### config.mk
export PLATFORM = sky130hd
export DESIGN_NAME = peao_top
export DESIGN_NICKNAME = d
export VERILOG_FILES = /design/src/verilog/peao_pkg.sv /design/src/verilog/peao_pin_cell.sv /design/src/verilog/peao_top.sv
export SDC_FILE = /design/constraint.sdc
export NUM_CORES = 1
export LEC_CHECK = 0
export BUFFER_PORTS_ARGS = -buffer_cell sky130_fd_sc_hd__buf_2
export CORE_MARGIN = 4
export CORE_UTILIZATION = 45
export CTS_CLUSTER_SIZE = 30
export DETAILED_ROUTE_END_ITERATION = 8
export HOLD_SLACK_MARGIN = 0.12
export PLACE_DENSITY_LB_ADDON = 0.12
export SLEW_MARGIN = 20
export SYNTH_ARGS = -nofsm -noshare
export SYNTH_HDL_FRONTEND = slang
export SYNTH_SLANG_ARGS = --single-unit
### constraint.sdc
create_clock -name CLK_SYS -period 2.04 [get_ports CLK_SYS]
set_input_delay 0.408 -clock CLK_SYS [delete_from_list [all_inputs] [get_ports CLK_SYS]]
set_output_delay 0.408 -clock CLK_SYS [all_outputs]
set_load 0.01 [all_outputs]
### src/verilog/peao_pkg.sv
/*
  Constants of the port E, F and G override block: pad layout, offsets, fields, resets.
  Assumes a 32-bit APB with byte addresses and one aligned word per register.
*/
package peao_pkg;

  // Pad vector layout: port E, then port F, then port G.
  localparam int unsigned PIN_COUNT   = 21;
  localparam int unsigned PORT_E_BASE = 0;
  localparam int unsigned PORT_F_BASE = 8;
  localparam int unsigned PORT_G_BASE = 16;
  localparam int unsigned PORT_WIDTH  = 8;
  localparam int unsigned PORT_G_WIDTH = 5;

  // Register byte offsets.
  localparam logic [7:0] OFS_PORT_E_OUT = 8'h00;
  localparam logic [7:0] OFS_PORT_E_DIR = 8'h04;
  localparam logic [7:0] OFS_PORT_F_OUT = 8'h08;
  localparam logic [7:0] OFS_PORT_F_DIR = 8'h0C;
  localparam logic [7:0] OFS_PORT_G_OUT = 8'h10;
  localparam logic [7:0] OFS_PORT_G_DIR = 8'h14;
  localparam logic [7:0] OFS_CTRL       = 8'h18;
  localparam logic [7:0] OFS_PIN_E      = 8'h1C;
  localparam logic [7:0] OFS_PIN_F      = 8'h20;
  localparam logic [7:0] OFS_PIN_G      = 8'h24;

  // Control register field positions.
  localparam int unsigned CTRL_PULLUP_DISABLE_BIT = 0;

  // Reset values.
  localparam logic [7:0]  PORT_RESET = 8'h00;
  localparam logic [4:0]  PORT_G_RESET = 5'h00;
  localparam logic [0:0]  CTRL_RESET = 1'h0;
  localparam logic [20:0] PIN_RESET  = 21'h000000;

  // Pin positions inside ports E, F and G.
  localparam int unsigned PE_RX       = 0;
  localparam int unsigned PE_TX       = 1;
  localparam int unsigned PE_XCLK     = 2;
  localparam int unsigned PE_CMP_A    = 3;
  localparam int unsigned PE_CMP_B    = 4;
  localparam int unsigned PE_CMP_C    = 5;
  localparam int unsigned PE_T3_CLK   = 6;
  localparam int unsigned PE_CAPTURE  = 7;
  localparam int unsigned PE_INT_BASE = 4;
  localparam int unsigned PF_TCK      = 4;
  localparam int unsigned PF_TMS      = 5;
  localparam int unsigned PF_TDO      = 6;
  localparam int unsigned PF_TDI      = 7;
  localparam int unsigned PG_WSTROBE  = 0;
  localparam int unsigned PG_RSTROBE  = 1;
  localparam int unsigned PG_LATCH    = 2;
  localparam int unsigned PG_OSC_OUT  = 3;
  localparam int unsigned PG_OSC_IN   = 4;

endpackage : peao_pkg

### src/verilog/peao_pin_cell.sv
/*
  One pad's override cell: port register defaults merged with override enables and values.
  Assumes the parent computes the overrides on the system clock.
*/
`timescale 1ns/1ps
module peao_pin_cell (
  // Port register defaults.
  input  wire logic port_out,
  input  wire logic port_dir,
  input  wire logic global_pullup_disable,
  // Override enables and values.
  input  wire logic pullup_override_en,
  input  wire logic pullup_override_val,
  input  wire logic direction_override_en,
  input  wire logic direction_override_val,
  input  wire logic port_value_override_en,
  input  wire logic port_value_override_val,
  input  wire logic input_enable_override_en,
  input  wire logic input_enable_override_val,
  // Pad controls.
  output logic      pad_out,
  output logic      pad_oe,
  output logic      pad_pullup,
  output logic      pad_in_en
);

  // Each control takes its override value when enabled, else the port default.
  always_comb begin
    pad_pullup = pullup_override_en ? pullup_override_val
                                    : (port_out & ~port_dir & ~global_pullup_disable);
    pad_oe     = direction_override_en ? direction_override_val : port_dir;
    pad_out    = port_value_override_en ? port_value_override_val : port_out;
    pad_in_en  = input_enable_override_en ? input_enable_override_val : 1'b1;
  end

endmodule : peao_pin_cell

### src/verilog/peao_top.sv
/*
  Port E, F and G alternate-function override with APB port, direction, control and pin registers.
  Assumes peripherals drive their enables and data on CLK_SYS, and pads are asynchronous.
*/
// The implementer's own choices: the address map and register access over APB.
// Notes on behaviour
// - Clock pin direction follows its direction bit.
// - Sync select gates clock value override.
// - Receiver enabled forces receive pin input.
// - Receive pull-up from port bit, unless disabled.
// - Transmitter forces output, data, pull-up off.
// - Compare C and B drive E5, E4.
// - Interrupt enables force E7..E4 inputs on.
// - Programming mode uses E1 out, E0 in.
// - Test port pull-ups hold through reset.
// - Test port takes F7..F4, inputs off.
// - TDO driven only in shift states.
// - TDO tri-stated outside shift states.
// - Port F3..F0 carry no override but the legacy direction.
// - Legacy mode makes port F input only, except TDO (F6) with the test port on.
// - Legacy mode gives port G to alternates.
// - Async timer frees G4, G3 for oscillator.
// - External memory drives G2, G1 strobes.
// - External memory drives G0 write strobe.
`timescale 1ns/1ps
module peao_top
  import peao_pkg::*;
(
  // Clock and reset.
  input  wire logic        CLK_SYS,
  input  wire logic        RESETN,
  // APB slave.
  input  wire logic        PSEL,
  input  wire logic        PENABLE,
  input  wire logic        PWRITE,
  input  wire logic [7:0]  PADDR,
  input  wire logic [31:0] PWDATA,
  output logic      [31:0] PRDATA,
  output logic             PREADY,
  output logic             PSLVERR,
  // Mode straps.
  input  wire logic        LEGACY_MODE,
  input  wire logic        PROG_MODE,
  // Serial transceiver 0.
  input  wire logic        SERIAL0_RX_ENABLE,
  input  wire logic        SERIAL0_TX_ENABLE,
  input  wire logic        SERIAL0_SYNC_SELECT,
  input  wire logic        SERIAL0_TX_DATA,
  input  wire logic        SERIAL0_CLOCK_OUT,
  output logic             SERIAL0_RX_DATA,
  output logic             SERIAL0_CLOCK_IN,
  // Serial programming.
  input  wire logic        PROG_DATA_OUT,
  output logic             PROG_DATA_IN,
  // Timer 3.
  input  wire logic        TIMER3_COMPARE_A_EN,
  input  wire logic        TIMER3_COMPARE_B_EN,
  input  wire logic        TIMER3_COMPARE_C_EN,
  input  wire logic        TIMER3_COMPARE_A_OUT,
  input  wire logic        TIMER3_COMPARE_B_OUT,
  input  wire logic        TIMER3_COMPARE_C_OUT,
  output logic             TIMER3_CAPTURE_IN,
  output logic             TIMER3_EXT_CLOCK_IN,
  // External interrupts 7..4.
  input  wire logic [3:0]  EXT_INT_ENABLE,
  output logic      [3:0]  EXT_INT_IN,
  // Test port.
  input  wire logic        TEST_PORT_ENABLE,
  input  wire logic        TAP_SHIFT_INSTR,
  input  wire logic        TAP_SHIFT_DATA,
  input  wire logic        TAP_TDO_DATA,
  output logic             TAP_TDI,
  output logic             TAP_TMS,
  output logic             TAP_TCK,
  // Timer 0 and external memory.
  input  wire logic        TIMER0_ASYNC_SELECT,
  input  wire logic        EXT_MEMORY_ENABLE,
  input  wire logic        XMEM_ADDR_LATCH,
  input  wire logic        XMEM_READ_STROBE,
  input  wire logic        XMEM_WRITE_STROBE,
  // Pads: port E in 7..0, port F in 15..8, port G in 20..16.
  input  wire logic [20:0] PAD_IN,
  output logic      [20:0] PAD_OUT,
  output logic      [20:0] PAD_OE,
  output logic      [20:0] PAD_PULLUP,
  output logic      [20:0] PAD_IN_EN
);

  // Register state.
  logic [7:0]  port_e_out_r, port_e_out_nxt;
  logic [7:0]  port_e_dir_r, port_e_dir_nxt;
  logic [7:0]  port_f_out_r, port_f_out_nxt;
  logic [7:0]  port_f_dir_r, port_f_dir_nxt;
  logic [4:0]  port_g_out_r, port_g_out_nxt;
  logic [4:0]  port_g_dir_r, port_g_dir_nxt;
  logic [0:0]  ctrl_r,       ctrl_nxt;
  logic [31:0] rdata_r,      rdata_nxt;
  // Pad sampling state.
  logic [20:0] pad_s1_r, pad_s2_r;
  logic [20:0] pin_state_r, pin_state_nxt;
  // Flat port defaults and override vectors.
  logic [20:0] port_out_all, port_dir_all;
  logic [20:0] pu_oe, pu_ov, dd_oe, dd_ov, pv_oe, pv_ov, die_oe, die_ov;
  logic        global_pullup_disable;
  logic        apb_write, apb_setup, addr_hit;

  assign global_pullup_disable = ctrl_r[CTRL_PULLUP_DISABLE_BIT];
  assign port_out_all = {port_g_out_r, port_f_out_r, port_e_out_r};
  assign port_dir_all = {port_g_dir_r, port_f_dir_r, port_e_dir_r};

  // Override matrix; later assignments win.
  always_comb begin
    pu_oe  = '0;
    pu_ov  = '0;
    dd_oe  = '0;
    dd_ov  = '0;
    pv_oe  = '0;
    pv_ov  = '0;
    die_oe = '0;
    die_ov = '0;
    if (SERIAL0_RX_ENABLE) begin
      dd_oe[PE_RX] = 1'b1;
      dd_ov[PE_RX] = 1'b0;
      pu_oe[PE_RX] = 1'b1;
      pu_ov[PE_RX] = port_e_out_r[PE_RX] & ~global_pullup_disable;
    end
    if (SERIAL0_TX_ENABLE) begin
      pu_oe[PE_TX] = 1'b1;
      pu_ov[PE_TX] = 1'b0;
      dd_oe[PE_TX] = 1'b1;
      dd_ov[PE_TX] = 1'b1;
      pv_oe[PE_TX] = 1'b1;
      pv_ov[PE_TX] = SERIAL0_TX_DATA;
    end
    if (PROG_MODE) begin
      dd_oe[PE_RX] = 1'b1;
      dd_ov[PE_RX] = 1'b0;
      pu_oe[PE_TX] = 1'b1;
      pu_ov[PE_TX] = 1'b0;
      dd_oe[PE_TX] = 1'b1;
      dd_ov[PE_TX] = 1'b1;
      pv_oe[PE_TX] = 1'b1;
      pv_ov[PE_TX] = PROG_DATA_OUT;
    end
    // Sync clock value override; direction stays with the port bit.
    pv_oe[PE_XCLK] = SERIAL0_SYNC_SELECT;
    pv_ov[PE_XCLK] = SERIAL0_CLOCK_OUT;
    pv_oe[PE_CMP_A] = TIMER3_COMPARE_A_EN;
    pv_ov[PE_CMP_A] = TIMER3_COMPARE_A_OUT;
    pv_oe[PE_CMP_B] = TIMER3_COMPARE_B_EN;
    pv_ov[PE_CMP_B] = TIMER3_COMPARE_B_OUT;
    pv_oe[PE_CMP_C] = TIMER3_COMPARE_C_EN;
    pv_ov[PE_CMP_C] = TIMER3_COMPARE_C_OUT;
    die_oe[PE_INT_BASE +: 4] = EXT_INT_ENABLE;
    die_ov[PE_INT_BASE +: 4] = 4'hF;
    // Legacy port F input only but for test port TDO; no other override on F3..F0.
    if (LEGACY_MODE) begin
      dd_oe[PORT_F_BASE +: PORT_WIDTH] = 8'hFF;
      dd_ov[PORT_F_BASE +: PORT_WIDTH] = 8'h00;
    end
    if (TEST_PORT_ENABLE) begin
      pu_oe[PORT_F_BASE + PF_TCK +: 4]  = 4'hF;
      dd_oe[PORT_F_BASE + PF_TCK +: 4]  = 4'hF;
      dd_ov[PORT_F_BASE + PF_TCK +: 4]  = 4'h0;
      die_oe[PORT_F_BASE + PF_TCK +: 4] = 4'hF;
      die_ov[PORT_F_BASE + PF_TCK +: 4] = 4'h0;
      pu_ov[PORT_F_BASE + PF_TDI] = 1'b1;
      pu_ov[PORT_F_BASE + PF_TMS] = 1'b1;
      pu_ov[PORT_F_BASE + PF_TCK] = 1'b1;
      dd_ov[PORT_F_BASE + PF_TDO] = TAP_SHIFT_INSTR | TAP_SHIFT_DATA;
      pv_oe[PORT_F_BASE + PF_TDO] = 1'b1;
      pv_ov[PORT_F_BASE + PF_TDO] = TAP_TDO_DATA;
    end
    // Legacy port G has no general I/O.
    if (LEGACY_MODE) begin
      pu_oe[PORT_G_BASE +: PORT_G_WIDTH] = 5'h1F;
      pu_ov[PORT_G_BASE +: PORT_G_WIDTH] = 5'h00;
      dd_oe[PORT_G_BASE +: PORT_G_WIDTH] = 5'h1F;
      dd_ov[PORT_G_BASE +: PORT_G_WIDTH] = 5'h00;
      pv_oe[PORT_G_BASE +: PORT_G_WIDTH] = 5'h1F;
      pv_ov[PORT_G_BASE +: PORT_G_WIDTH] = 5'h00;
    end
    if (TIMER0_ASYNC_SELECT) begin
      pu_oe[PORT_G_BASE + PG_OSC_OUT +: 2]  = 2'h3;
      pu_ov[PORT_G_BASE + PG_OSC_OUT +: 2]  = 2'h0;
      dd_oe[PORT_G_BASE + PG_OSC_OUT +: 2]  = 2'h3;
      dd_ov[PORT_G_BASE + PG_OSC_OUT +: 2]  = 2'h0;
      die_oe[PORT_G_BASE + PG_OSC_OUT +: 2] = 2'h3;
      die_ov[PORT_G_BASE + PG_OSC_OUT +: 2] = 2'h0;
    end
    if (EXT_MEMORY_ENABLE) begin
      pu_oe[PORT_G_BASE +: 3] = 3'h7;
      pu_ov[PORT_G_BASE +: 3] = 3'h0;
      dd_oe[PORT_G_BASE +: 3] = 3'h7;
      dd_ov[PORT_G_BASE +: 3] = 3'h7;
      pv_oe[PORT_G_BASE +: 3] = 3'h7;
      pv_ov[PORT_G_BASE + PG_LATCH]   = XMEM_ADDR_LATCH;
      pv_ov[PORT_G_BASE + PG_RSTROBE] = XMEM_READ_STROBE;
      pv_ov[PORT_G_BASE + PG_WSTROBE] = XMEM_WRITE_STROBE;
    end
  end

  // One override cell per pad.
  for (genvar i = 0; i < PIN_COUNT; i++) begin : g_pin
    peao_pin_cell u_cell (
      .port_out                  (port_out_all[i]),
      .port_dir                  (port_dir_all[i]),
      .global_pullup_disable     (global_pullup_disable),
      .pullup_override_en        (pu_oe[i]),
      .pullup_override_val       (pu_ov[i]),
      .direction_override_en     (dd_oe[i]),
      .direction_override_val    (dd_ov[i]),
      .port_value_override_en    (pv_oe[i]),
      .port_value_override_val   (pv_ov[i]),
      .input_enable_override_en  (die_oe[i]),
      .input_enable_override_val (die_ov[i]),
      .pad_out                   (PAD_OUT[i]),
      .pad_oe                    (PAD_OE[i]),
      .pad_pullup                (PAD_PULLUP[i]),
      .pad_in_en                 (PAD_IN_EN[i])
    );
  end

  // Synchronised pad gated by its input enable.
  assign pin_state_nxt = pad_s2_r & PAD_IN_EN;

  // Pad synchroniser and gated pin state.
  always_ff @(posedge CLK_SYS or negedge RESETN) begin
    if (!RESETN) begin
      pad_s1_r    <= PIN_RESET;
      pad_s2_r    <= PIN_RESET;
      pin_state_r <= PIN_RESET;
    end else begin
      pad_s1_r    <= PAD_IN;
      pad_s2_r    <= pad_s1_r;
      pin_state_r <= pin_state_nxt;
    end
  end

  // Peripheral inputs from the gated pin state.
  always_comb begin
    SERIAL0_RX_DATA     = pin_state_r[PE_RX];
    PROG_DATA_IN        = pin_state_r[PE_RX];
    SERIAL0_CLOCK_IN    = pin_state_r[PE_XCLK] & SERIAL0_SYNC_SELECT & ~port_e_dir_r[PE_XCLK];
    TIMER3_CAPTURE_IN   = pin_state_r[PE_CAPTURE];
    TIMER3_EXT_CLOCK_IN = pin_state_r[PE_T3_CLK];
    EXT_INT_IN          = pin_state_r[PE_INT_BASE +: 4];
    // Test inputs bypass the disabled digital input.
    TAP_TDI = pad_s2_r[PORT_F_BASE + PF_TDI] & TEST_PORT_ENABLE;
    TAP_TMS = pad_s2_r[PORT_F_BASE + PF_TMS] & TEST_PORT_ENABLE;
    TAP_TCK = pad_s2_r[PORT_F_BASE + PF_TCK] & TEST_PORT_ENABLE;
  end

  // APB decode; the slave never inserts wait states.
  assign apb_write = PSEL & PENABLE & PWRITE;
  assign apb_setup = PSEL & ~PENABLE;
  assign PREADY    = 1'b1;
  assign PRDATA    = rdata_r;
  assign PSLVERR   = PSEL & PENABLE & ~addr_hit;

  always_comb begin
    unique case (PADDR)
      OFS_PORT_E_OUT, OFS_PORT_E_DIR, OFS_PORT_F_OUT, OFS_PORT_F_DIR,
      OFS_PORT_G_OUT, OFS_PORT_G_DIR, OFS_CTRL,
      OFS_PIN_E, OFS_PIN_F, OFS_PIN_G: addr_hit = 1'b1;
      default:                         addr_hit = 1'b0;
    endcase
  end

  // Register writes at the access edge; read data captured in the setup cycle.
  always_comb begin
    port_e_out_nxt = port_e_out_r;
    port_e_dir_nxt = port_e_dir_r;
    port_f_out_nxt = port_f_out_r;
    port_f_dir_nxt = port_f_dir_r;
    port_g_out_nxt = port_g_out_r;
    port_g_dir_nxt = port_g_dir_r;
    ctrl_nxt       = ctrl_r;
    rdata_nxt      = rdata_r;
    if (apb_write) begin
      unique case (PADDR)
        OFS_PORT_E_OUT: port_e_out_nxt = PWDATA[7:0];
        OFS_PORT_E_DIR: port_e_dir_nxt = PWDATA[7:0];
        OFS_PORT_F_OUT: port_f_out_nxt = PWDATA[7:0];
        OFS_PORT_F_DIR: port_f_dir_nxt = PWDATA[7:0];
        OFS_PORT_G_OUT: port_g_out_nxt = PWDATA[4:0];
        OFS_PORT_G_DIR: port_g_dir_nxt = PWDATA[4:0];
        OFS_CTRL:       ctrl_nxt       = PWDATA[CTRL_PULLUP_DISABLE_BIT +: 1];
        default:        ;
      endcase
    end
    if (apb_setup) begin
      unique case (PADDR)
        OFS_PORT_E_OUT: rdata_nxt = 32'(port_e_out_r);
        OFS_PORT_E_DIR: rdata_nxt = 32'(port_e_dir_r);
        OFS_PORT_F_OUT: rdata_nxt = 32'(port_f_out_r);
        OFS_PORT_F_DIR: rdata_nxt = 32'(port_f_dir_r);
        OFS_PORT_G_OUT: rdata_nxt = 32'(port_g_out_r);
        OFS_PORT_G_DIR: rdata_nxt = 32'(port_g_dir_r);
        OFS_CTRL:       rdata_nxt = 32'(ctrl_r);
        OFS_PIN_E:      rdata_nxt = 32'(pin_state_r[PORT_E_BASE +: PORT_WIDTH]);
        OFS_PIN_F:      rdata_nxt = 32'(pin_state_r[PORT_F_BASE +: PORT_WIDTH]);
        OFS_PIN_G:      rdata_nxt = 32'(pin_state_r[PORT_G_BASE +: PORT_G_WIDTH]);
        default:        rdata_nxt = 32'h00000000;
      endcase
    end
  end

  // Register file flip-flops.
  always_ff @(posedge CLK_SYS or negedge RESETN) begin
    if (!RESETN) begin
      port_e_out_r <= PORT_RESET;
      port_e_dir_r <= PORT_RESET;
      port_f_out_r <= PORT_RESET;
      port_f_dir_r <= PORT_RESET;
      port_g_out_r <= PORT_G_RESET;
      port_g_dir_r <= PORT_G_RESET;
      ctrl_r       <= CTRL_RESET;
      rdata_r      <= 32'h00000000;
    end else begin
      port_e_out_r <= port_e_out_nxt;
      port_e_dir_r <= port_e_dir_nxt;
      port_f_out_r <= port_f_out_nxt;
      port_f_dir_r <= port_f_dir_nxt;
      port_g_out_r <= port_g_out_nxt;
      port_g_dir_r <= port_g_dir_nxt;
      ctrl_r       <= ctrl_nxt;
      rdata_r      <= rdata_nxt;
    end
  end

endmodule : peao_top
; Yosys cells after proc, flatten, opt, wreduce, memory -nomap -nowiden
; Index checks and enable logic that the tools add are counted.
[classes]
mux = 66
n_eq_ne = 9
reduce_logical = 9
bitwise_logic = 78
[op_table]
columns = cell, n
row1 = $pmux W8 S10, 1
row2 = $and A1 B1 Y1, 52
row3 = $mux W1, 52
row4 = $eq A8 B5 Y1 const B, 4
row5 = $not A1 Y1, 24
row6 = $and A21 B21 Y21, 1
row7 = $eq A8 B4 Y1 const B, 2
row8 = $eq A8 B6 Y1 const B, 2
row9 = $reduce_and A2 Y1, 7
row10 = $mux W3, 4
row11 = $mux W2, 5
row12 = $reduce_or A10 Y1, 1
row13 = $eq A8 B3 Y1 const B, 1
row14 = $logic_not A8 Y1, 1
row15 = $mux W4, 2
row16 = $mux W8, 1
row17 = $mux W5, 1
row18 = $or A1 B1 Y1, 1
[word_totals]
elab_cells = 173
in_bits = 93
reg_bits = 138

; Logic depth before layout (Yosys ltp)
; Gate-level depths: netlist (run 1).
[logic_depth]
ltp_word = 5
ltp_mapped = 7
mapped_depth_nobuf = 5

; Cells and area by module
; Synthesis (run 1) repeated with hierarchy kept, for this count alone.
[hier_totals]
cells_unflattened = 496
hier_area_um2 = 5904.4
[modules_own_cells]
columns = module, cells_per_inst, seq_area_each_um2, n_inst, area_each_um2
row1 = peao_top, 349, 2852.7, 1, 4853.4
row2 = peao_pin_cell, 7, 0.0, 21, 50.0

; Worst setup path before layout (run 1)
; Ideal clock, no wire load.
[synth_path]
path_type = input-to-reg
startpoint = input port PADDR[2]
endpoint = register port_g_out_r[0]
arrival_ns = 1.663
path_buffers = 1
slack_ns = 0.252
stages = 5
cell_sequence = buf_6 -> or3_4 -> or2_2 -> nor2_4 -> mux2_2
[synth_via]
elab_chain_cells = 2
[synth_lines]
columns = item, line_no
row1 = "start, declared", peao_top.sv:36  ; input wire logic [7:0] PADDR,
row2 = $eq A8 B5 Y1, peao_top.sv:281  ; unique case (PADDR)
row3 = $reduce_and A2 Y1 (no line), n/a
row4 = "end signal, assigned", peao_top.sv:325  ; port_g_out_r <= port_g_out_nxt;
row5 = "end, declared", peao_top.sv:94  ; logic [4:0] port_g_out_r, port_g_out_nxt;
; Every way passes these cells.
; A chain may end at the register's enable or synchronous reset.

; Worst setup path after layout (run 1)
[layout_path]
startpoint = register ctrl_r
endpoint = output port PAD_PULLUP[20]
[layout_via]
elab_chain_cells = 3
[layout_lines]
columns = item, line_no
row1 = "start, declared", peao_top.sv:96  ; logic [0:0] ctrl_r, ctrl_nxt;
row2 = "start signal, assigned", peao_top.sv:327  ; ctrl_r <= ctrl_nxt;
row3 = $not A1 Y1, peao_pin_cell.sv:30  ; : (port_out & ~port_dir & ~global_pullup_disable);
row4 = $and A1 B1 Y1, peao_pin_cell.sv:30
row5 = $mux W1, peao_pin_cell.sv:29  ; pad_pullup = pullup_override_en ? pullup_override_val
row6 = "end, declared", peao_top.sv:85  ; output logic [20:0] PAD_PULLUP,
; Every way passes these cells.

==> impl_metrics.json, run 1 <==
{
  "grt_pass1_wl_um": 21100,
  "startpoint": "ctrl_r",
  "drt_iter0_markers": 143,
  "synth_top_family_by_area": "buffers and inverters",
  "synth_edf_count": 0,
  "path_clk_slew_ns": 0.05,
  "crit_path_start_kind": "flip-flop",
  "drv_slew": 0,
  "synthSimpleGateAreaFrac_pct": 14.1,
  "worstSkewPairLatency_ns": 0.40,
  "synth_seq_cells": 114,
  "drt-total-wl_um": 13800,
  "drtAntennaViolNets": 0,
  "die_h_um": 120,
  "ir_drop_mv": 0.528,
  "ff2ff_path_depth": 5,
  "muxShareOfSynthArea_pct": 13.0,
  "grt_overflow": 0,
  "mostFrequentLayoutCell": "buf_2",
  "critPathCaptureType": "primary output",
  "die-width_um": 120,
  "outcome": "completed",
  "crit_arrival_ns": 1.58,
  "synth_ff_type": "dfrtp_1",
  "placed_cell_area_um2": 6090,
  "most-common-layout-cells": "153 x buf_2, 114 x dfrtp_1, 51 x mux2_2",
  "io_buffers": 154,
  "synth_fa_ha_area_share_pct": 0,
  "clk_path_buf_depth": 2,
  "syn-cell-area_um2": 5650,
  "dp_slack_ns": 0.0472,
  "initial_utilization_pct": 46.4,
  "period_minus_slack_ns": 1.98,
  "synth-compound-area-share_pct": 5.41,
  "synth.distinct_cells": 55,
  "dp_hpwl_um": 10300,
  "vias": 3783,
  "fin_ws_ns": 0.0550,
  "drc_errors": 0,
  "fin_cells": 796,
  "holdWs_ns": 0.268,
  "io_pins": 223,
  "cap_violations": 0,
  "timing.fmax_mhz": 504,
  "tns_ns": 0,
  "cts-root-buf": "clkbuf_16",
  "placementRows": 40,
  "grt_max_degree": 48,
  "drt-pass1-iter-count": 4,
  "worstSetupPathType": "flip-flop to primary output",
  "critical_path_required_ns": 1.63,
  "async_flop_share_pct": 100,
  "coreArea_um2": 12200,
  "fin_skew_ns": 0.00821,
  "wire_per_inst_um": 17.3,
  "r2r_slack_ns": 0.26,
  "grt_pass1_vias": 3874,
  "cp_max_fo": 3,
  "grt_antenna_before_repair": 1,
  "hold_class": "input port to flip-flop",
  "cts_buffers": 17,
  "via_per_inst": 4.75,
  "die_area_um2": 14400,
  "areaGrowthSynthToFinish_pct": 23.5,
  "htreeDepth": 4,
  "finalCritPeriodShare_pct": 97.3,
  "ys_warn_count": 0,
  "gp_congestion": 0.848,
  "r2r-end": "PRDATA[2]",
  "netlist_instances": 482,
  "synth-xor-area-share_pct": 0,
  "numPlacedInstances": 744,
  "drive_above_1_share_pct": 46.2,
  "worstReg2RegStart": "port_f_dir_r[2]",
  "setup_viol": 0,
  "cts_tree": "done",
  "clock-sinks": 114,
  "cp-endpoint": "PAD_PULLUP[20]",
  "syn_avg_cell_area_um2": 11.7,
  "grt_usage_pct": 19.2,
  "p_leak_nw": 3.53,
  "fillers": 1042,
  "finalInstanceArea_um2": 6970,
  "num_antenna_cells": 0,
  "seq_area_frac_synth_pct": 50.5,
  "nNetsFinal": 710,
  "hold_violations": 0,
  "power_density_nw_per_um2": 861,
  "cts_setup_buffers": 0
}
==> kinds of logic after synthesis <==
kind of cell	Yosys count
other cells	2
flops	114
buf+inv	136
mux	63
compound gates	46
simple gates	121
==> per-stage QoR <==
step / power [mW] / utilization, %
after global routing: 6.22 / 57.3
after global placement: 2.86 / 50.1
after CTS: 6.06 / 57.2
final: 6.01 / 57.3
after floorplan: 2.71 / -
after detailed placement: 2.86 / 50.1
==> metal layers <==
metal | routed length, µm | GRT usage (%) | up-vias
met3 | 778 | 5.18 | 11
met1 | 6140 | 25.6 | 1859
met4 | 96 | 5.94 | 2
met5 | 7 | 0 | -
met2 | 6750 | 30.7 | 126
li1 | - | - | 1785
==> area by class of cell <==
type,instances,area [µm²],share of cell area (%)
sequential,114,2850,40.9
multi-input combinational,270,2010,28.8
timing repair buffer,205,1240,17.7
clock buffer,21,480,6.89
tap,168,210,3.01
clock inverter,9,154,2.21
inverter,9,33.8,0.484
==> worst min path at each step <==
stage	from	endpoint	slack [ns]	depth (start not counted)
after floorplan	RESETN	PRDATA[0]	0.11	0
after global placement	RESETN	pad_s1_r[4]	0.32	1
after detailed placement	RESETN	pad_s1_r[20]	0.32	1
after CTS	TIMER0_ASYNC_SELECT	pin_state_r[19]	0.25	2
after global routing	TIMER0_ASYNC_SELECT	pin_state_r[19]	0.27	2
final	TIMER0_ASYNC_SELECT	pin_state_r[19]	0.27	2
==> cells in the mapped netlist (all sizes together) (6+ instances only) <==
library cell	number	area [µm²]
o21ai	16	80.1
inv	9	33.8
nand3	7	47.6
nor3b	17	128
and2	6	40.0
dfrtp	114	2850
mux2	51	574
mux2i	9	90.1
nand2	24	92.6
buf	121	898
clkbuf	6	22.5
nor2b	18	113
nor2	12	62.6
==> state kept, by name (all words and copies together) (netlist names) <==
name,flops
pad_s2_r,21
pad_s1_r,21
port_e_out_r,8
PRDATA,8
port_g_dir_r,5
port_f_out_r,8
port_f_dir_r,8
port_e_dir_r,8
pin_state_r,21
port_g_out_r,5
ctrl_r,1
==> what timing repair did <==
item	in CTS	in global routing
hold buffers	22	0
setup endpoints to repair	2	4
endpoints found under the hold margin	41	0
gates cloned	0	0
pin swaps	0	0
resized for setup	1	4
==> worst max-delay path, cell delays in order (launching register included) <==
cell     delay [ns]
dfrtp_1        0.39
or3_1          0.40
nor3b_1        0.23
buf_2          0.17
==> power by group <==
group          switching, mW  internal (mW)  total, mW
logic                  0.270          0.203      0.473
clock network          0.994           2.16       3.15
registers             0.0396           2.34       2.38
total                   1.30           4.70       6.01
Note: power is estimated with default switching activity, not from simulation.
==> inputs of run 2 (changes only) <==
Settings changed: CORE_MARGIN 4 to 1.5, SLEW_MARGIN 20 to not set.
==> run 2 against run 1 <==
Net effect: sequential share of layout area increased by 0.54 points; sequential cell count stayed put; total power shrank 6.5%; non-clock buffer count fell by 4; utilization is 0.52 points lower; register-to-register slack gained 0.03 ns; setup slack lost 0.00096 ns; cell count fell by 0.25%.
==> impl_metrics.json, run 2 (same netlist as run 1, synthesis figures left out) <==
{
  "cts-root-buf": "clkbuf_16",
  "io_pins": 223,
  "fin_skew_ns": 0.00792,
  "rsz0062_at_grt": "false",
  "p_leak_nw": 3.47,
  "io_buffers": 154,
  "cap_violations": 0,
  "grt_pass1_vias": 3649,
  "cp_max_fo": 3,
  "wire_per_inst_um": 16.3,
  "gp_congestion": 0.883,
  "areaGrowthSynthToFinish_pct": 21.9,
  "dp_hpwl_um": 9670,
  "multi_input_area_um2": 2010,
  "hold_violations": 0,
  "tns_ns": 0,
  "coreArea_um2": 12100,
  "fin_ws_ns": 0.0541,
  "outcome": "completed",
  "ir_drop_mv": 0.477,
  "path_clk_slew_ns": 0.06,
  "drt_iter0_markers": 180,
  "swShare_pct": 24.7,
  "num_antenna_cells": 0,
  "crit_arrival_ns": 1.58,
  "fin_util_pct": 56.8,
  "grt_overflow": 0,
  "drv_slew": 0,
  "cts_tree": "done",
  "regArea_um2": 2850,
  "dp_slack_ns": 0.0167,
  "hold_class": "input port to flip-flop",
  "clk_path_buf_depth": 2,
  "switchingPower_mw": 1.39,
  "grt_max_degree": 64,
  "htreeDepth": 4,
  "fillers": 1079,
  "total_power_mw": 5.61,
  "drt-total-wl_um": 13000,
  "biggestRegsByFlops": "pad_s1_r (21), pad_s2_r (21), pin_state_r (21)",
  "drtAntennaViolNets": 0,
  "placementRows": 40,
  "vias": 3777,
  "ff2ff_path_depth": 5,
  "grt_usage_pct": 20.0,
  "min_path_cells": 2,
  "timing.fmax_mhz": 504,
  "grt_antenna_before_repair": 0,
  "most-common-layout-cells": "153 x buf_2, 114 x dfrtp_1, 51 x mux2_2",
  "die-width_um": 115,
  "die_area_um2": 13200,
  "setup_viol": 0,
  "grt_pass1_wl_um": 19700,
  "via_per_inst": 4.76,
  "power_density_nw_per_um2": 816,
  "drc_errors": 0,
  "die_h_um": 115,
  "period_minus_slack_ns": 1.99,
  "worstSetupPathType": "flip-flop to primary output",
  "clock-sinks": 114,
  "initial_utilization_pct": 46.6,
  "p_seq_share_pct": 42.4,
  "cts_setup_buffers": 0,
  "worstSkewPairLatency_ns": 0.40,
  "drt-pass1-iter-count": 4,
  "drive_above_1_share_pct": 45.8,
  "crit_path_start_kind": "flip-flop",
  "critical_path_required_ns": 1.63,
  "critPathCaptureType": "primary output",
  "mostFrequentLayoutCell": "buf_2",
  "cts_buffers": 17,
  "nNetsFinal": 706,
  "power.share.combinational_pct": 8.4,
  "p_int_mw": 4.23,
  "finalCritPeriodShare_pct": 97.3,
  "p_clk_share_pct": 49.3
}
## run 2: cell types whose count changed in the layout (fill, tap and decap cells not counted)
cell,before,now
clkbuf_8,4,0
clkbuf_1,0,1
buf_4,28,23
clkinvlp_4,2,4
bufinv_16,4,1
inv_6,0,3
clkinv_4,1,4
buf_12,2,3
## run 2: power groups by stage
stage,combinational [mW],sequential [mW],clock (mW)
finish,0.469,2.38,2.76
floorplan,0.303,2.41,0
CTS,0.473,2.38,2.80
global placement,0.432,2.42,0
global route,0.517,2.39,2.93
detailed placement,0.439,2.42,0
## run 2: final timing paths
| check | from | endpoint | slack (ns) |
|---|---|---|---|
| max in group asynchronous | RESETN | port_e_out_r[7] | 1.18 |
| worst max register to register | port_f_dir_r[2] | PRDATA[2] | 0.29 |
| worst min-delay path | TIMER0_ASYNC_SELECT | pin_state_r[20] | 0.26 |
| worst min register to register | pad_s1_r[0] | pad_s2_r[0] | 0.34 |
| min in group asynchronous | RESETN | pad_s1_r[4] | 0.34 |
| worst max-delay path | ctrl_r | PAD_PULLUP[17] | 0.05 |
## run 2: final cells by class
| cell class | instances | share of cell area, % |
|---|---|---|
| clock inverter | 14 | 1.91 |
| inverter | 9 | 0.491 |
| sequential | 114 | 41.4 |
| tap | 168 | 3.05 |
| multi-input combinational | 270 | 29.2 |
| timing repair buffer | 201 | 17.7 |
| clock buffer | 18 | 6.24 |
## run 2: metrics by stage
| step | cells | hold WS, ns | cell area [µm²] |
|---|---|---|---|
| 3_3_place_gp | 740 | 0.214 | 6080 |
| 3_5_place_dp | 740 | 0.216 | 6080 |
| 6_report | 794 | 0.262 | 6880 |
| 4_1_cts | 794 | 0.259 | 6860 |
| 5_1_grt | 794 | 0.264 | 6880 |
| 2_1_floorplan | 520 | 0.112 | 5790 |
## run 2: worst max-delay path, cell delays in order, from the launching register on
cell and delay, ns:
dfrtp_1 0.39, or3_4 0.43, nor3b_1 0.20, buf_2 0.16
## run 2: timing repair
item / CTS / global route
endpoints found under the hold margin: 135 / 0
gates resized for setup: 1 / 4
setup endpoints to repair: 3 / 3
cloned: 0 / 0
hold buffers: 22 / 0
## run 2: routing by layer
layer,wire (µm),share of wire [%],GRT usage (%)
met4,195,1.5,6.75
met3,734,5.7,4.85
met2,6330,49,32.3
met5,0,0,0
met1,5720,44,26.7
==> inputs of run 3 (changes only) <==
Settings changed: CORE_UTILIZATION 45 to 44.
Clock period 2.04 ns to 1.8 ns, I/O delays scaled along.
==> run 3 against run 2 <==
Net effect: the run now ends with setup timing left; die area grew 2.2%; register-to-register slack lost 0.16 ns; setup slack lost 0.17 ns; non-clock buffer count grew 11; critical endpoint is now PAD_PULLUP[16]; first-iteration DRC count shrank 1.1%; sequential share of layout area shrank 1.4 points; routed wire length grew 2.9%; critical path type unchanged; cell count grew 1.6%; combinational power grew 20%.
==> impl_metrics.json, run 3 (same netlist as run 1, synthesis figures left out) <==
{
  "outcome": "finished with violations",
  "violations": "setup timing",
  "wire_per_inst_um": 16.5,
  "drtAntennaViolNets": 0,
  "drt-total-wl_um": 13300,
  "top_layer_used": "met4",
  "areaGrowthSynthToFinish_pct": 26.3,
  "clk_path_buf_depth": 2,
  "drv_slew": 0,
  "drt_iter0_markers": 178,
  "finalInstanceArea_um2": 7130,
  "crit_path_start_kind": "flip-flop",
  "io_pins": 223,
  "via_per_inst": 4.74,
  "power_density_nw_per_um2": 916,
  "cp_max_fo": 3,
  "cts_buffers": 17,
  "htreeDepth": 4,
  "hold_class": "input port to flip-flop",
  "worstSkewPairLatency_ns": 0.42,
  "path_clk_slew_ns": 0.05,
  "drt-pass1-iter-count": 4,
  "drive_above_1_share_pct": 49.6,
  "critical_path_required_ns": 1.44,
  "cts_tree": "done",
  "fin_ws_ns": -0.119,
  "dp_hpwl_um": 9870,
  "p_leak_nw": 3.61,
  "worstReg2RegStart": "port_e_out_r[3]",
  "dr_wl_met2_um": 6160,
  "grt_usage_pct": 20.9,
  "num_antenna_cells": 0,
  "mostFrequentLayoutCell": "buf_2",
  "initial_utilization_pct": 44.9,
  "grt_overflow": 0,
  "vias": 3825,
  "placed_cell_area_um2": 6150,
  "die_h_um": 116,
  "cap_violations": 0,
  "crit_arrival_ns": 1.56,
  "fin_skew_ns": 0.00795,
  "rsz0062_at_grt": "true",
  "placementRows": 41,
  "die_area_um2": 13500,
  "hp-start": "PWDATA[5]",
  "biggestRegsByFlops": "pad_s1_r (21), pad_s2_r (21), pin_state_r (21)",
  "wl_met3_um": 664,
  "period_minus_slack_ns": 1.92,
  "grt_pass1_wl_um": 20300,
  "timing.fmax_mhz": 521,
  "worstSetupPathType": "flip-flop to primary output",
  "coreArea_um2": 12600,
  "die-width_um": 116,
  "critPathCaptureType": "primary output",
  "grt_max_degree": 39,
  "finalCritPeriodShare_pct": 107,
  "setup_viol": 14,
  "cts-root-buf": "clkbuf_16",
  "hold_violations": 0,
  "holdWs_ns": 0.222,
  "startpoint": "ctrl_r",
  "nNetsFinal": 717,
  "io_buffers": 154,
  "clock-sinks": 114,
  "drc_errors": 0,
  "gp_congestion": 0.796,
  "m1WireLength_um": 6210,
  "grt_pass1_vias": 3742,
  "ir_drop_mv": 0.756,
  "most-common-layout-cells": "153 x buf_2, 114 x dfrtp_1, 51 x mux2_2",
  "grt_antenna_before_repair": 0
}
-- run 3: cell types whose count changed in the layout (fill, tap and decap cells not counted), moves of 2 or more --
cell,change
nor3b_1,-13
or3_1,-2
nor3b_2,+12
clkbuf_8,+3
buf_12,+2
o31ai_1,-3
o31ai_2,+2
clkinvlp_4,-2
inv_6,-3
clkinv_4,-2
buf_4,+9
or3_4,+2
-- run 3: per-layer routing --
metal | track usage (%) | vias up
li1 | - | 1795
met1 | 28.4 | 1880
met2 | 32.3 | 131
met3 | 5.29 | 19
met4 | 8.29 | 0
met5 | 0 | -
-- run 3: worst max-delay path, stage by stage (launching register included) --
cell	delay (ns)
dfrtp_1	0.41
or3_4	0.41
nor3b_2	0.18
buf_2	0.15
-- run 3: worst paths after layout --
check | end | slack (ns) | cells past startpoint
max in group asynchronous | port_f_out_r[1] | 0.84 | 3
min in group asynchronous | pad_s1_r[19] | 0.41 | 2
min | port_f_out_r[5] | 0.22 | 2
max reg2reg | PRDATA[3] | 0.13 | 5
max | PAD_PULLUP[16] | -0.12 | 3
min reg2reg | pin_state_r[18] | 0.34 | 0
-- run 3: timing repair --
| item | 4_1_cts | 5_1_grt |
|---|---|---|
| endpoints found under the setup margin | 11 | 21 |
| buffers inserted | 1 | 2 |
| hold buffers | 22 | 0 |
| pin swaps | 5 | 3 |
| gates resized for setup | 10 | 20 |
| endpoints found under the hold margin | 49 | 0 |
-- run 3: area by class of cell --
cell class | count | area [µm²]
inverters | 9 | 33.8
flip-flops and latches | 114 | 2850
clock buffers | 21 | 470
well taps | 172 | 215
repair buffers | 212 | 1330
fillers | 1075 | 5440
clock inverters | 9 | 108
multi-input cells | 270 | 2120
-- run 3: power breakdown --
part           internal [mW]  switching (mW)
combinational          0.249           0.313
sequential              2.66          0.0461
clock                   2.12            1.15
total                   5.03            1.50
-- run 3: through the flow --
stage | setup TNS [ns] | instances | util, % | setup WS [ns] | power [mW]
detailed placement | -1.47 | 752 | 49.0 | -0.131 | 3.26
floorplan | 0 | 520 | - | 0.0597 | 3.07
global route | -1.58 | 807 | 56.7 | -0.168 | 6.76
finish | -0.787 | 807 | 56.7 | -0.119 | 6.53
global placement | -1.21 | 752 | 49.0 | -0.101 | 3.25
CTS | -0.775 | 805 | 55.8 | -0.131 | 6.56
